### config.mk
export PLATFORM = sky130hd
export DESIGN_NAME = urx9_receiver
export DESIGN_NICKNAME = d
export VERILOG_FILES = /design/src/urx9_receiver.v /design/src/urx9_baud_gen.v
export VERILOG_INCLUDE_DIRS = /design/src
export SDC_FILE = /design/constraint.sdc
export NUM_CORES = 1
export LEC_CHECK = 0
export BUFFER_PORTS_ARGS = -buffer_cell sky130_fd_sc_hd__buf_2
export CAP_MARGIN = 20
export CORE_MARGIN = 4
export CORE_UTILIZATION = 45
export DETAILED_ROUTE_END_ITERATION = 6
export GPL_TIMING_DRIVEN = 0
export PLACE_DENSITY_LB_ADDON = 0.3
export SYNTH_ARGS = -nofsm -noshare
export SYNTH_HDL_FRONTEND = slang
export SYNTH_SLANG_ARGS = --single-unit
### constraint.sdc
create_clock -name clk -period 7.9 [get_ports clk]
set_input_delay 1.58 -clock clk [delete_from_list [all_inputs] [get_ports clk]]
set_output_delay 1.58 -clock clk [all_outputs]
set_load 0.02 [all_outputs]
### src/urx9_defines.vh
/*
 * Constants for the nine-bit serial receiver and its baud generation.
 * Assumes inclusion by bare name from the design files.
 */
`ifndef URX9_DEFINES_VH
`define URX9_DEFINES_VH

// ****************************************************************
// Register map (word index equals byte offset here, 8-bit data)
// ****************************************************************
`define URX9_ADDR_CTRL      4'h0
`define URX9_ADDR_STATUS    4'h1
`define URX9_ADDR_BUF       4'h2
`define URX9_ADDR_T1_RELOAD 4'h3
`define URX9_ADDR_T2_RLD_LO 4'h4
`define URX9_ADDR_T2_RLD_HI 4'h5
`define URX9_ADDR_T2_CNT_LO 4'h6
`define URX9_ADDR_T2_CNT_HI 4'h7

// Control register fields.
`define URX9_CTRL_RX_EN     0
`define URX9_CTRL_MPF       1
`define URX9_CTRL_DOUBLE    2
`define URX9_CTRL_MODE3     3
`define URX9_CTRL_T2_SEL    4
`define URX9_CTRL_T2_RUN    5
`define URX9_CTRL_EXT_EN    6
`define URX9_CTRL_T1_RUN    7
`define URX9_CTRL_RESET     8'h00

// Status register fields.
`define URX9_ST_DONE        0
`define URX9_ST_NINTH       1
`define URX9_ST_T2_OVF      2
`define URX9_ST_T2_EXT      3
`define URX9_ST_BUSY        4

// ****************************************************************
// Timing
// ****************************************************************
`define URX9_OSC_PRESCALE   4'd12
`define URX9_RX_ONES        9'h1ff
`define URX9_TICKS_PER_BIT  4'hf
`define URX9_SAMPLE_A       4'h7
`define URX9_SAMPLE_B       4'h8
`define URX9_SAMPLE_C       4'h9
`define URX9_FIXED_DIV_HALF 2'd1
`define URX9_FIXED_DIV_FULL 2'd3

`endif

### src/urx9_receiver.v
/*
 * Nine-bit serial receiver top: start detection, majority sampling,
 * frame load, register port and timer 2 flags.
 * Assumes clk is the oscillator clock and rx_pin is asynchronous.
 */
// The implementer's own choices: the address-and-strobe port and the register offsets.
// Function
// - Start reception on falling edge of receive pin, sampled at sixteen ticks per bit.
// - On start edge load all ones into shifter and reset bit counter.
// - Sample in counter states seven, eight, nine; accept two-of-three majority.
// - Non-low first bit resets receiver back to edge hunting.
// - Bits enter right, ones leave left; start at left triggers final shift.
// - Load only when done flag clear and filter off or ninth bit one.
// - Load ninth bit flag, eight data bits to buffer, set done flag.
// - One bit time after final shift, return to edge hunting.
// - Stop bit value never affects buffer, ninth bit or done flag.
// - Fixed mode with doubling clear runs at oscillator over thirty-two.
// - Timer 1 baud equals overflow rate times two-power doubling over 32.
// - Timer 2 overflow reloads the count from the reload pair.
// - Timer 2 counts at oscillator over two in baud mode.
// - Timer 2 baud equals oscillator over 32 times (65536 minus reload).
// - Timer 2 rollover sets no overflow flag and raises no interrupt.
// - External pin falling edge sets external flag without reload when enabled.
// - Frame is low start, eight data LSB first, ninth bit, high stop.
// - Fixed mode selects oscillator over thirty-two or over sixty-four.
`timescale 1ns/1ps
`include "urx9_defines.vh"

module urx9_receiver (
    // Clock and reset
    input  wire       clk,
    input  wire       sys_rst,
    // Register port
    input  wire [3:0] reg_addr,
    input  wire [7:0] reg_wdata,
    input  wire       reg_wr,
    input  wire       reg_rd,
    output reg  [7:0] reg_rdata,
    // Serial and timer pins
    input  wire       rx_pin,
    input  wire       timer2_external_pin,
    // Status outputs
    output reg        rx_done_flag,
    output reg        rx_ninth_bit,
    output reg  [7:0] serial_buffer,
    output reg        timer2_external_flag
);

    // ****************************************************************
    // State and storage
    // ****************************************************************
    // The control byte holds, from bit 0 up: receive enable, multiprocessor
    // filter, doubling select, timer mode, timer 2 select, timer 2 run,
    // external flag enable and timer 1 run. Status holds, from bit 0 up:
    // done, ninth bit, timer 2 overflow, external flag and busy.
    // Idle hunts for a start edge, frame collects ten bit times, and tail
    // waits out the stop bit.
    localparam ST_IDLE  = 2'd0;
    localparam ST_FRAME = 2'd1;
    localparam ST_TAIL  = 2'd2;

    reg [7:0]  ctrl_q;
    reg [7:0]  t1_reload_q;
    reg [15:0] t2_reload_q;
    reg        timer2_overflow_flag_q;
    reg [1:0]  state_q;
    reg [3:0]  tick_q;
    reg [8:0]  shift_q;
    reg [2:0]  smp_q;
    reg        prev_rx_q;
    reg        rx_m_q;
    reg        rx_s_q;
    reg        ex_m_q;
    reg        ex_s_q;
    reg        ex_prev_q;
    wire       tick16;
    wire [15:0] t2_count;
    wire       maj;
    wire       bit_end;
    wire       load_ok;
    wire [7:0]  rx_byte;

    // Two of three majority.
    // A single noise spike inside the sampling window cannot flip a bit.
    function maj3;
        input [2:0] s;
        begin
            maj3 = (s[0] & s[1]) | (s[0] & s[2]) | (s[1] & s[2]);
        end
    endfunction

    // ****************************************************************
    // Baud source
    // ****************************************************************
    // The tick is one clock wide and comes from a flop, so every process
    // below sees it at the same edge. The count is tapped only for reads.
    urx9_baud_gen u_urx9_baud_gen (
        .clk        (clk),
        .sys_rst    (sys_rst),
        .mode3      (ctrl_q[`URX9_CTRL_MODE3]),
        .double_sel (ctrl_q[`URX9_CTRL_DOUBLE]),
        .t1_run     (ctrl_q[`URX9_CTRL_T1_RUN]),
        .t2_sel     (ctrl_q[`URX9_CTRL_T2_SEL]),
        .t2_run     (ctrl_q[`URX9_CTRL_T2_RUN]),
        .t1_reload  (t1_reload_q),
        .t2_reload  (t2_reload_q),
        .tick16     (tick16),
        .t2_count   (t2_count)
    );

    // Pin synchronisers, two flops each.
    // Only the second flop of each pair is read by logic, so a metastable
    // first stage never reaches a decision. The reset level is the idle
    // high of both pins, which keeps a false edge from following reset.
    always @(posedge clk or posedge sys_rst) begin
        if (sys_rst) begin
            rx_m_q    <= 1'b1;
            rx_s_q    <= 1'b1;
            ex_m_q    <= 1'b1;
            ex_s_q    <= 1'b1;
            ex_prev_q <= 1'b1;
        end else begin
            rx_m_q    <= rx_pin;
            rx_s_q    <= rx_m_q;
            ex_m_q    <= timer2_external_pin;
            ex_s_q    <= ex_m_q;
            ex_prev_q <= ex_s_q;
        end
    end

    assign maj     = maj3(smp_q);
    // A bit time ends at the tick that finds the counter in state fifteen.
    assign bit_end = tick16 && (tick_q == `URX9_TICKS_PER_BIT);
    // Stop bit is not looked at, only the ninth data bit.
    // The done flag is taken as it stands before this edge, so a frame whose
    // final shift meets a software clear in the same cycle is still dropped.
    assign load_ok = !rx_done_flag &&
                     (!ctrl_q[`URX9_CTRL_MPF] || maj);

    // ****************************************************************
    // Byte order
    // ****************************************************************
    // The first data bit on the line is the least significant one, but it
    // travels furthest left in the shifter. Mirroring the eight data cells
    // puts it back at bit 0 of the buffer without a second register.
    genvar bit_i;
    generate
        for (bit_i = 0; bit_i < 8; bit_i = bit_i + 1) begin : g_mirror
            assign rx_byte[bit_i] = shift_q[7 - bit_i];
        end
    endgenerate

    // ****************************************************************
    // Receive sequencer
    // ****************************************************************
    // Frame walk: a falling edge seen at a tick while idle loads all ones
    // and restarts the tick counter at one, so the detecting tick counts as
    // state zero. Each tick in state fifteen closes a bit time and shifts
    // the majority value in from the right. The start bit is rejected if
    // its majority is high. Once the zero loaded by the start bit reaches
    // the leftmost cell the ninth data bit is in hand, the final shift is
    // made and the frame is loaded or dropped. One more bit time passes in
    // the tail state, covering the stop bit, before edge hunting resumes.
    // The stop level is never sampled into any result.
    always @(posedge clk or posedge sys_rst) begin
        if (sys_rst) begin
            state_q       <= ST_IDLE;
            tick_q        <= 4'h0;
            shift_q       <= `URX9_RX_ONES;
            smp_q         <= 3'b111;
            prev_rx_q     <= 1'b1;
            serial_buffer <= 8'h00;
            rx_ninth_bit  <= 1'b0;
            rx_done_flag  <= 1'b0;
        end else begin
            // Software clear via the status register; a load in the same cycle wins.
            if (reg_wr && reg_addr == `URX9_ADDR_STATUS && !reg_wdata[`URX9_ST_DONE]) begin
                rx_done_flag <= 1'b0;
            end
            if (tick16) begin
                prev_rx_q <= rx_s_q;
                tick_q    <= tick_q + 4'h1;
                if (tick_q == `URX9_SAMPLE_A) smp_q[0] <= rx_s_q;
                if (tick_q == `URX9_SAMPLE_B) smp_q[1] <= rx_s_q;
                if (tick_q == `URX9_SAMPLE_C) smp_q[2] <= rx_s_q;
            end
            case (state_q)
                ST_IDLE: begin
                    if (tick16 && prev_rx_q && !rx_s_q && ctrl_q[`URX9_CTRL_RX_EN]) begin
                        shift_q <= `URX9_RX_ONES;
                        tick_q  <= 4'h1;
                        state_q <= ST_FRAME;
                    end
                end
                ST_FRAME: begin
                    if (bit_end) begin
                        if (shift_q == `URX9_RX_ONES && maj) begin
                            state_q <= ST_IDLE;
                        end else if (!shift_q[8]) begin
                            // Final shift: start bit sits at the left, maj is bit nine.
                            shift_q <= {shift_q[7:0], maj};
                            if (load_ok) begin
                                serial_buffer <= rx_byte;
                                rx_ninth_bit  <= maj;
                                rx_done_flag  <= 1'b1;
                            end
                            state_q <= ST_TAIL;
                        end else begin
                            shift_q <= {shift_q[7:0], maj};
                        end
                    end
                end
                ST_TAIL: begin
                    if (bit_end) begin
                        state_q <= ST_IDLE;
                    end
                end
                default: begin
                    state_q <= ST_IDLE;
                end
            endcase
        end
    end

    // ****************************************************************
    // Timer 2 flags and register port
    // ****************************************************************
    // The overflow bit is plain software storage here: a rollover of the
    // baud timer never sets it and nothing here raises an interrupt.
    // The external flag is set by a synchronised falling edge when enabled;
    // a software clear in the same cycle loses to that edge.
    always @(posedge clk or posedge sys_rst) begin
        if (sys_rst) begin
            timer2_overflow_flag_q <= 1'b0;
            timer2_external_flag   <= 1'b0;
        end else begin
            if (reg_wr && reg_addr == `URX9_ADDR_STATUS) begin
                timer2_overflow_flag_q <= reg_wdata[`URX9_ST_T2_OVF];
                if (!reg_wdata[`URX9_ST_T2_EXT]) timer2_external_flag <= 1'b0;
            end
            if (ctrl_q[`URX9_CTRL_EXT_EN] && ex_prev_q && !ex_s_q) begin
                timer2_external_flag <= 1'b1;
            end
        end
    end

    // Register writes.
    // Map: 0 control, 1 status, 2 buffer, 3 timer 1 reload byte,
    // 4 and 5 timer 2 reload low and high, 6 and 7 timer 2 count.
    // The buffer and the count bytes are read only; a write to them, or to
    // an unused index, is dropped. The reload pair should be written with
    // the timer stopped, since a running reload may meet a half-written pair.
    always @(posedge clk or posedge sys_rst) begin
        if (sys_rst) begin
            ctrl_q      <= `URX9_CTRL_RESET;
            t1_reload_q <= 8'h00;
            t2_reload_q <= 16'h0000;
        end else if (reg_wr) begin
            case (reg_addr)
                `URX9_ADDR_CTRL:      ctrl_q            <= reg_wdata;
                `URX9_ADDR_T1_RELOAD: t1_reload_q       <= reg_wdata;
                `URX9_ADDR_T2_RLD_LO: t2_reload_q[7:0]  <= reg_wdata;
                `URX9_ADDR_T2_RLD_HI: t2_reload_q[15:8] <= reg_wdata;
                default: ;
            endcase
        end
    end

    // Register reads, data valid the cycle after the strobe.
    // The data bus returns to zero in every other cycle so a stale value
    // can never be mistaken for a fresh answer. The count bytes move every
    // second clock while timer 2 runs, so they are only meaningful once it
    // has been stopped.
    always @(posedge clk or posedge sys_rst) begin
        if (sys_rst) begin
            reg_rdata <= 8'h00;
        end else if (reg_rd) begin
            case (reg_addr)
                `URX9_ADDR_CTRL:      reg_rdata <= ctrl_q;
                `URX9_ADDR_STATUS:    reg_rdata <= {3'b000, state_q != ST_IDLE,
                                                    timer2_external_flag,
                                                    timer2_overflow_flag_q,
                                                    rx_ninth_bit, rx_done_flag};
                `URX9_ADDR_BUF:       reg_rdata <= serial_buffer;
                `URX9_ADDR_T1_RELOAD: reg_rdata <= t1_reload_q;
                `URX9_ADDR_T2_RLD_LO: reg_rdata <= t2_reload_q[7:0];
                `URX9_ADDR_T2_RLD_HI: reg_rdata <= t2_reload_q[15:8];
                `URX9_ADDR_T2_CNT_LO: reg_rdata <= t2_count[7:0];
                `URX9_ADDR_T2_CNT_HI: reg_rdata <= t2_count[15:8];
                default:              reg_rdata <= 8'h00;
            endcase
        end else begin
            reg_rdata <= 8'h00;
        end
    end

endmodule

### src/urx9_baud_gen.v
/*
 * Baud source selector: fixed oscillator ratio, timer 1 8-bit auto-reload,
 * timer 2 16-bit reload at oscillator over two. Produces a sixteen-tick
 * per bit enable pulse. Assumes clk is the oscillator clock.
 */
`timescale 1ns/1ps
`include "urx9_defines.vh"

module urx9_baud_gen (
    // Clock and reset
    input  wire        clk,
    input  wire        sys_rst,
    // Configuration
    input  wire        mode3,
    input  wire        double_sel,
    input  wire        t1_run,
    input  wire        t2_sel,
    input  wire        t2_run,
    input  wire [7:0]  t1_reload,
    input  wire [15:0] t2_reload,
    // Outputs
    output reg         tick16,
    output wire [15:0] t2_count
);

    reg [3:0]  pre_q;
    reg        half_q;
    reg [7:0]  t1_cnt_q;
    reg        t1_half_q;
    reg [15:0] t2_cnt_q;
    reg [1:0]  fix_q;
    wire       fix_wrap;
    wire       t1_ovf;
    wire       t2_ovf;
    wire       src_pulse;

    assign t2_count = t2_cnt_q;
    assign t1_ovf   = (pre_q == 4'd0) && (t1_cnt_q == 8'hff) && t1_run;
    assign t2_ovf   = half_q && (t2_cnt_q == 16'hffff) && t2_run;

    // Fixed rate: doubling clear wraps every second clock (osc/32 baud),
    // doubling set wraps every fourth clock (osc/64 baud).
    assign fix_wrap = (!double_sel && fix_q == `URX9_FIXED_DIV_HALF) ||
                      (fix_q == `URX9_FIXED_DIV_FULL);

    // Timer 1 runs once per twelve oscillator clocks and auto-reloads.
    always @(posedge clk or posedge sys_rst) begin
        if (sys_rst) begin
            pre_q    <= 4'd0;
            half_q   <= 1'b0;
            t1_cnt_q <= 8'h00;
            t2_cnt_q <= 16'h0000;
        end else begin
            pre_q  <= (pre_q == `URX9_OSC_PRESCALE - 4'd1) ? 4'd0 : pre_q + 4'd1;
            half_q <= ~half_q;
            // A stopped timer follows its reload value, so it starts a full
            // period from the reload and never from a stale count.
            if (!t1_run) begin
                t1_cnt_q <= t1_reload;
            end else if (pre_q == 4'd0) begin
                t1_cnt_q <= t1_ovf ? t1_reload : t1_cnt_q + 8'h01;
            end
            if (!t2_run) begin
                t2_cnt_q <= t2_reload;
            end else if (half_q) begin
                t2_cnt_q <= t2_ovf ? t2_reload : t2_cnt_q + 16'h0001;
            end
        end
    end

    // Overflow halving unless doubled, then sixteen ticks per bit.
    always @(posedge clk or posedge sys_rst) begin
        if (sys_rst) begin
            t1_half_q <= 1'b0;
            fix_q     <= 2'd0;
        end else begin
            if (t1_ovf) begin
                t1_half_q <= ~t1_half_q;
            end
            if (fix_wrap) begin
                fix_q <= 2'd0;
            end else begin
                fix_q <= fix_q + 2'd1;
            end
        end
    end

    // Timer 2 overflow at osc/2 gives osc/(32*(65536-reload)) after the 16x split.
    assign src_pulse = !mode3 ? fix_wrap :
                       t2_sel ? t2_ovf :
                       (t1_ovf && (double_sel || t1_half_q));

    // Registered tick: sixteen per bit from the selected source.
    always @(posedge clk or posedge sys_rst) begin
        if (sys_rst) begin
            tick16 <= 1'b0;
        end else begin
            tick16 <= src_pulse;
        end
    end

endmodule

# --- After elaboration in Yosys (flattened, before gate mapping) ---
# Cells that the tools add are included.
totals:
  mem_bits_ro: 0
  mem_count: 0
  ram_bits: 0
  out_inout_bits: 19
  register_bits: 109
  elab_cells: 146
  latchBits: 0
  in_bits: 18
classes:
  muxes: 34
  order_cmp: 0
  eq_ne: 27
  n_reduce_logical: 42
  shift: 0
  bitwise_logic: 9
  addsub: 5
  multipliers: 0
  div: 0
op_table:
  columns: ["operator", "n"]
  rows:
  - ["8-bit case mux with 8 select lines", 1]
  - ["16-bit two-way mux", 3]
  - ["8-bit two-way mux", 4]
  - ["9-bit two-way mux", 3]
  - ["4-bit by 3-bit == test with 1-bit output (second input constant)", 5]
  - ["9-bit case mux with 2 select lines", 1]
  - ["16-bit by 1-bit adder with 16-bit output (second input constant)", 1]
  - ["16-bit == test (second input constant)", 1]
  - ["4-bit == test (second input constant)", 4]
  - ["1-bit logical AND", 16]
  - ["4-bit two-way mux", 4]
  - ["2-bit AND reduction", 8]
  - ["2-bit two-way mux", 6]
  - ["1-bit two-way mux", 11]
  - ["9-bit == test (second input constant)", 1]
  - ["4-bit by 1-bit adder with 4-bit output (second input constant)", 2]
  - ["8-bit by 1-bit adder with 8-bit output (second input constant)", 1]
  - ["4-bit by 2-bit == test with 1-bit output (second input constant)", 2]
  - ["8-bit == test (second input constant)", 1]
  - ["4-bit zero test", 2]
  - ["2-bit != test (second input constant)", 4]
  - ["4-bit AND reduction", 2]
  - ["1-bit zero test", 6]
  - ["2-bit by 1-bit != test with 1-bit output (second input constant)", 3]
  - ["13 further kinds", 25]

# --- Depth between registers and ports, before layout ---
# Gate-level depths: netlist of the first run.
depth:
  ltp_word: 10
  mapped_depth: 8
  ltp_nobuf: 7

# --- Hierarchy ---
# Synthesis of the first run repeated with hierarchy kept, for this count alone.
hier_totals:
  cells_unflattened: 509
  area_unflattened_um2: 5519.0
by_module_without_submodules:
  columns: ["mod", "n_inst", "seq_area_each_um2", "cells_each", "area_per_inst_um2"]
  rows:
  - ["urx9_receiver", 1, 1924.3, 285, 3534.6]
  - ["urx9_baud_gen", 1, 825.8, 224, 1984.4]

# --- Worst setup path after synthesis of the first run ---
# Ideal clock, no wire load.
synth_path:
  path_kind: "input -> register"
  startpoint: "input reg_addr[2]"
  endpoint: "register reg_rdata[4]"
  stages: 5
  setup_ns: 0.128
  path_buffers: 2
  arrival_ns: 2.887
  required_time_ns: 7.772
  setup_slack_ns: 4.884
  path_cell_list: "clkbuf_1 > buf_1 > mux4_2 > a221oi_1 > nor2_1"
synth_between:
  elab_chain_cells: 3
  word_cells_on_any_way: 10
  classes_between: "7 x eq/ne; 2 x mux; 1 x reduce/logical"
synth_rtl:
  columns: ["element", "line", "rtl"]
  rows:
  - ["from (decl)", "urx9_receiver.v:34", "input wire [3:0] reg_addr,"]
  - ["4-bit by 3-bit == test with 1-bit output (tied with other cells)", "urx9_receiver.v:278", "case (reg_addr)"]
  - ["8-bit case mux with 8 select lines *", "urx9_receiver.v:278", null]
  - ["8-bit two-way mux *", "urx9_receiver.v:277", "end else if (reg_rd) begin"]
  - ["to (signal assigned)", "urx9_receiver.v:279", "`URX9_ADDR_CTRL: reg_rdata <= ctrl_q;"]
  - ["to (signal assigned)", "urx9_receiver.v:280", "`URX9_ADDR_STATUS: reg_rdata <= {3'b000, state_q != ST_IDLE,"]
  - ["to (signal assigned)", "urx9_receiver.v:284", "`URX9_ADDR_BUF: reg_rdata <= serial_buffer;"]
  - ["to (decl)", "urx9_receiver.v:38", "output reg [7:0] reg_rdata,"]
# Mark *: on every way between the ends. The rest lies on a longest branch, timed or not.
# A chain may end at the register's enable or synchronous reset.

# --- Worst setup path in the final report of the first run ---
# Same ends and word-level chain as after synthesis.

==> results of run 1 <==
==> critical path, stage by stage <==
cell and delay, ns:
clkbuf_1 0.33, buf_1 0.54, mux4_2 0.41, a221oi_1 0.41
nor2_1 0.07
==> cell type report <==
class	instances	share of cell area, %
flip-flops and latches	109	44.9
multi-input cells	369	41.4
clock buffers	10	3.90
repair buffers	35	3.23
well taps	143	2.92
plain buffers	21	1.39
clock inverters	6	1.14
inverters	17	1.08
==> flip-flops by register name, indices dropped and copies added, names as in the netlist, 2 cells and up <==
name / cells
t2_reload_q: 16
u_urx9_baud_gen.t2_count: 16
shift_q: 9
ctrl_q: 8
reg_rdata: 8
serial_buffer: 8
t1_reload_q: 8
u_urx9_baud_gen.t1_cnt_q: 8
tick_q: 4
u_urx9_baud_gen.pre_q: 4
smp_q: 3
state_q: 2
u_urx9_baud_gen.fix_q: 2
==> per-layer routing <==
metal | global-route usage (%) | wire length, um | vias up
li1 | - | - | 1963
met1 | 26.8 | 6020 | 2070
met2 | 30.5 | 6260 | 142
met3 | 5.72 | 862 | 17
met4 | 5.64 | 198 | 0
met5 | 0 | 0 | -
==> synthesized netlist by cell type (all sizes together) (5+ instances only) <==
cell / number / area, sq um
nand2b: 8 / 50.1
or3: 6 / 37.5
nor2: 57 / 214
a221oi: 5 / 43.8
and2: 7 / 43.8
nand4: 15 / 100
mux2: 46 / 518
nand2: 45 / 169
a22o: 5 / 43.8
inv: 17 / 63.8
a31oi: 5 / 31.3
nor3: 10 / 55.1
o2bb2ai: 5 / 43.8
and3: 5 / 31.3
ha: 9 / 113
a2bb2oi: 6 / 52.6
o21ai: 24 / 124
nand3: 17 / 85.1
dfrtp: 91 / 2280
clkbuf: 16 / 61.3
mux2i: 16 / 160
dfstp: 18 / 473
a21oi: 18 / 90.1
buf: 5 / 23.8
==> power groups by stage <==
| stage | logic [uW] | registers [uW] | clock network, uW |
|---|---|---|---|
| 2_1_floorplan | 349 | 894 | 0 |
| 3_3_place_gp | 459 | 935 | 0 |
| 3_5_place_dp | 478 | 940 | 0 |
| 4_1_cts | 480 | 932 | 483 |
| 5_1_grt | 536 | 961 | 504 |
| 6_report | 480 | 937 | 468 |
==> cells by family after synthesis <==
group / count (synthesis) / share of synthesized area, %
adders and majority gates: 10 / 2.26
and+or+nand+nor: 195 / 18.1
muxes: 65 / 13.7
DFF: 109 / 50.6
AOI/OAI and AO/OA: 93 / 11.6
xor gates and xnor gates: 6 / 0.967
buffers and inverters: 38 / 2.74
==> final timing paths <==
path / from / endpoint / slack [ns] / cells past startpoint
max in group asynchronous: sys_rst / shift_q[2]$_DFFE_PP1P_ / 5.80 / 3
min in group asynchronous: sys_rst / u_urx9_baud_gen.t1_cnt_q[6]$_DFFE_PP0P_ / 1.32 / 2
worst min-delay path: ex_m_q$_DFF_PP1_ / ex_s_q$_DFF_PP1_ / 0.36 / 0
worst min register to register: ex_m_q$_DFF_PP1_ / ex_s_q$_DFF_PP1_ / 0.36 / 0
worst max-delay path: reg_addr[2] / reg_rdata[4]$_DFF_PP0_ / 4.80 / 5
worst max register to register: u_urx9_baud_gen.t2_count[0]$_DFFE_PP0P_ / u_urx9_baud_gen.t2_count[13]$_DFFE_PP0P_ / 5.40 / 7
==> stage by stage <==
stage	util [%]	instances	setup slack (ns)	cell area [sq um]	total power, uW
floorplan	-	516	3.48	5440	1240
detailed placement	50.1	694	4.50	5820	1420
CTS	52.7	710	4.87	6120	1900
global placement	49.8	693	2.25	5790	1390
finish	52.7	710	4.80	6120	1880
global route	52.7	710	4.76	6120	2000
==> impl_metrics.env, run 1 <==
export IMPL_insertion_delay_ns=0.36
export IMPL_crit_path_max_fanout=10
export IMPL_ant_nets=0
export IMPL_fin_hold_ws_ns=0.357
export IMPL_globalRouteOverflowTotal=0
export IMPL_multi_input_area_sq_um=2540
export IMPL_mostFrequentLayoutCell="dfrtp_1"
export IMPL_final_cell_mix="91 x dfrtp_1, 57 x nor2_1, 46 x mux2_2"
export IMPL_dieArea_sq_um=13900
export IMPL_hold_violations=0
export IMPL_drtIter0Drc=370
export IMPL_power_frac_seq_pct=49.7
export IMPL_gp_congestion=0.908
export IMPL_htreeDepth=3
export IMPL_fmax_ghz=0.322
export IMPL_fill_cells=1013
export IMPL_grt_max_degree=60
export IMPL_root_buffer="clkbuf_16"
export IMPL_max_vdd_ir_drop_mv=0.129
export IMPL_firstDrtPassIters=5
export IMPL_nNetsFinal=589
export IMPL_path_clk_slew_ns=0.07
export IMPL_leakagePower_uw=0.00266
export IMPL_worstMarginPinSlew_ns=0.790
export IMPL_yosysSeqAreaShare_pct=50.6
export IMPL_setup_viol=0
export IMPL_max_slew_margin_rel_pct=47.1
export IMPL_ys_flop_type="dfrtp_1"
export IMPL_grt_pass1_vias=3993
export IMPL_rsz0062_at_grt="no"
export IMPL_async_flop_share_pct=100
export IMPL_cts_buffers=9
export IMPL_io_buffers=34
export IMPL_cts_buffer_depth=2
export IMPL_critPathRequiredTime_ns=8.13
export IMPL_grt_util_all_layers_pct=19.6
export IMPL_min_path_type="flop to flop"
export IMPL_slew_viol_final=0
export IMPL_avgSynthCellArea_sq_um=10.5
export IMPL_clock_skew_ns=0.00936
export IMPL_synth_distinct_cells=60
export IMPL_clock_sinks=109
export IMPL_via_per_inst=5.90
export IMPL_pwr_density_cell_nw_per_um2=308
export IMPL_crit_path_start_kind="primary input"
export IMPL_antenna_found_initial=0
export IMPL_diodes=0
export IMPL_drc=0
export IMPL_post_cts_buffers=0
export IMPL_area_growth_pct=12.7
export IMPL_syn_instance_count=516
export IMPL_post_drt_wl_per_cell_um=18.8
export IMPL_crit_type="primary input to flop"
export IMPL_rows=39
export IMPL_synth_edff_count=0
export IMPL_pwr_share_clk_pct=24.8
export IMPL_yosysWarningCount=0
export IMPL_vias=4192
export IMPL_critPathCaptureType="flop"
export IMPL_cts_tree="done"
export IMPL_post_dp_hpwl_mm=9.73
export IMPL_synth_seq_cells=109
export IMPL_switching_share_pct=35.0
export IMPL_combPwrFrac_pct=25.5
export IMPL_critical_path_arrival_ns=3.33
export IMPL_drive_gt1_share_pct=22.8
export IMPL_start_util_pct=46.8
export IMPL_io_pins=37
export IMPL_status="completed"
export IMPL_routed_wl_mm=13.3
export IMPL_p_sw_uw=660
export IMPL_ctsResizeCount=0
export IMPL_finalCritPeriodShare_pct=39.3
export IMPL_grt_pass1_wl_mm=21.7
export IMPL_synth_nets=543
export IMPL_finalCriticalPeriod_ns=3.10
export IMPL_die_height_um=118
export IMPL_core_sq_um=11600
export IMPL_netlist_area_sq_um=5440
export IMPL_seqCellArea_sq_um=2750
export IMPL_die_w_um=118
export IMPL_internal_power_uw=1220
export IMPL_fin_tns_setup_ns=0
export IMPL_hold_buffers=0
export IMPL_maxCapViolations=0
(Power assumes the default switching activity.)
==> inputs of run 2 (changes only) <==
==> constraint.sdc (replaced) <==
create_clock -name clk -period 2.61 [get_ports clk]
set_input_delay 0.522 -clock clk [delete_from_list [all_inputs] [get_ports clk]]
set_output_delay 0.522 -clock clk [all_outputs]
set_load 0.02 [all_outputs]
==> impl_metrics.env, run 2 (synthesis results as in run 1) <==
export IMPL_status="completed"
export IMPL_vias=4205
export IMPL_fin_tns_setup_ns=0
export IMPL_cpMostUsedCell="nor2_1"
export IMPL_insertion_delay_ns=0.36
export IMPL_final_cell_mix="91 x dfrtp_1, 57 x nor2_1, 46 x mux2_2"
export IMPL_hold_buffers=0
export IMPL_htreeDepth=3
export IMPL_fin_util_pct=53.0
export IMPL_cp_cell_sequence="ha_1, nand2_1, or4_1, clkbuf_1, nor2_1, nor2_1, o211a_1"
export IMPL_dpl_cell_area_sq_um=5830
export IMPL_drc=0
export IMPL_cts_tree="done"
export IMPL_gr_usage_met2_pct=30.9
export IMPL_final_area_sq_um=6150
export IMPL_hold_violations=0
export IMPL_worstMarginPinSlew_ns=0.824
export IMPL_routed_wl_mm=13.5
export IMPL_via_per_inst=5.90
export IMPL_leakagePower_uw=0.00268
export IMPL_critPathRequiredTime_ns=2.87
export IMPL_drtIter0Drc=343
export IMPL_start_util_pct=46.8
export IMPL_crit_path_max_fanout=6
export IMPL_rsz0062_at_grt="no"
export IMPL_grt_pass1_wl_mm=22.1
export IMPL_finalCriticalPeriod_ns=2.50
export IMPL_drive_gt1_share_pct=23.2
export IMPL_io_buffers=34
export IMPL_grt_util_all_layers_pct=19.9
export IMPL_post_drt_wl_per_cell_um=18.9
export IMPL_diodes=0
export IMPL_ant_nets=0
export IMPL_area_growth_pct=13.2
export IMPL_clock_skew_ns=0.0124
export IMPL_finalCritPeriodShare_pct=95.7
export IMPL_firstDrtPassIters=5
export IMPL_cts_buffers=9
export IMPL_ctsResizeCount=0
export IMPL_maxCapViolations=0
export IMPL_grt_pass1_vias=4072
export IMPL_critPathCaptureType="flop"
export IMPL_seqCellArea_sq_um=2750
export IMPL_total_power_uw=5720
export IMPL_crit_path_start_kind="flop"
export IMPL_root_buffer="clkbuf_16"
export IMPL_max_vdd_ir_drop_mv=0.534
export IMPL_nNetsFinal=592
export IMPL_clock_sinks=109
export IMPL_slew_viol_final=0
export IMPL_cp_slowest_stage_delay_ns=0.47
export IMPL_multi_input_area_sq_um=2540
export IMPL_min_path_type="primary input to flop"
export IMPL_grt_max_degree=42
export IMPL_fmax_ghz=0.401
export IMPL_dieArea_sq_um=13900
export IMPL_slowest_stage="dfrtp_1"
export IMPL_grt_busiest_layer="met2"
export IMPL_io_pins=37
export IMPL_critical_path_arrival_ns=2.75
export IMPL_crit_type="flop to flop"
export IMPL_post_cts_buffers=0
export IMPL_fill_cells=1028
export IMPL_setup_viol=0
export IMPL_die_height_um=118
export IMPL_use_met1_pct=28.0
export IMPL_globalRouteOverflowTotal=0
export IMPL_post_dp_hpwl_mm=9.98
export IMPL_gp_congestion=0.937
export IMPL_core_sq_um=11600
export IMPL_rows=39
export IMPL_grtUsageMet3_pct=4.66
export IMPL_max_slew_margin_rel_pct=44.9
export IMPL_mostFrequentLayoutCell="dfrtp_1"
export IMPL_die_w_um=118
export IMPL_cts_buffer_depth=2
export IMPL_pwr_density_cell_nw_per_um2=930
export IMPL_antenna_found_initial=0
export IMPL_path_clk_slew_ns=0.08
run 2: layout make-up:
cell class | instances | share of cell area, %
Inverter | 17 | 1.10
Buffer | 21 | 1.38
Sequential cell | 109 | 44.7
Multi-Input combinational cell | 369 | 41.2
Tap cell | 143 | 2.91
Clock buffer | 9 | 3.66
Clock inverter | 7 | 1.36
Timing Repair Buffer | 38 | 3.66
run 2: power by group:
group / internal [uW] / switching [uW] / total (uW)
combinational: 678 / 782 / 1460
sequential: 2250 / 590 / 2840
clock: 760 / 659 / 1420
run 2: worst paths after layout:
path | cells past startpoint | startpoint | to | slack (ns)
max | 7 | u_urx9_baud_gen.t2_count[0]$_DFFE_PP0P_ | u_urx9_baud_gen.t2_count[13]$_DFFE_PP0P_ | 0.11
min | 1 | timer2_external_pin | ex_m_q$_DFF_PP1_ | 0.26
max reg2reg | 7 | u_urx9_baud_gen.t2_count[0]$_DFFE_PP0P_ | u_urx9_baud_gen.t2_count[13]$_DFFE_PP0P_ | 0.11
min reg2reg | 0 | rx_m_q$_DFF_PP1_ | rx_s_q$_DFF_PP1_ | 0.36
max in group asynchronous | 3 | sys_rst | shift_q[5]$_DFFE_PP1P_ | 1.65
min in group asynchronous | 2 | sys_rst | tick_q[3]$_DFF_PP0_ | 0.28
run 2: metal layers:
metal	share of wire [%]	vias up	routed length, um
met5	0	-	0
met4	1.5	0	206
met3	6.7	17	899
met2	47	145	6330
met1	45	2073	6050
li1	-	1970	-
run 2: worst max-delay path, delay by kind of cell, from the launching register on:
kind	cells	cell delay (ns)
compound gates	1	0.26
simple gates	4	1.21
flops	1	0.47
buf+inv	1	0.19
fa+ha+maj	1	0.27
run 2: metrics by stage:
step | instances | setup WS [ns] | hold WS (ns)
after floorplan | 516 | 0.458 | 0.345
after global placement | 693 | 0.0708 | 0.347
after detailed placement | 695 | 0.137 | 0.348
after CTS | 711 | 0.0889 | 0.250
after global routing | 713 | 0.00112 | 0.247
final | 713 | 0.113 | 0.264
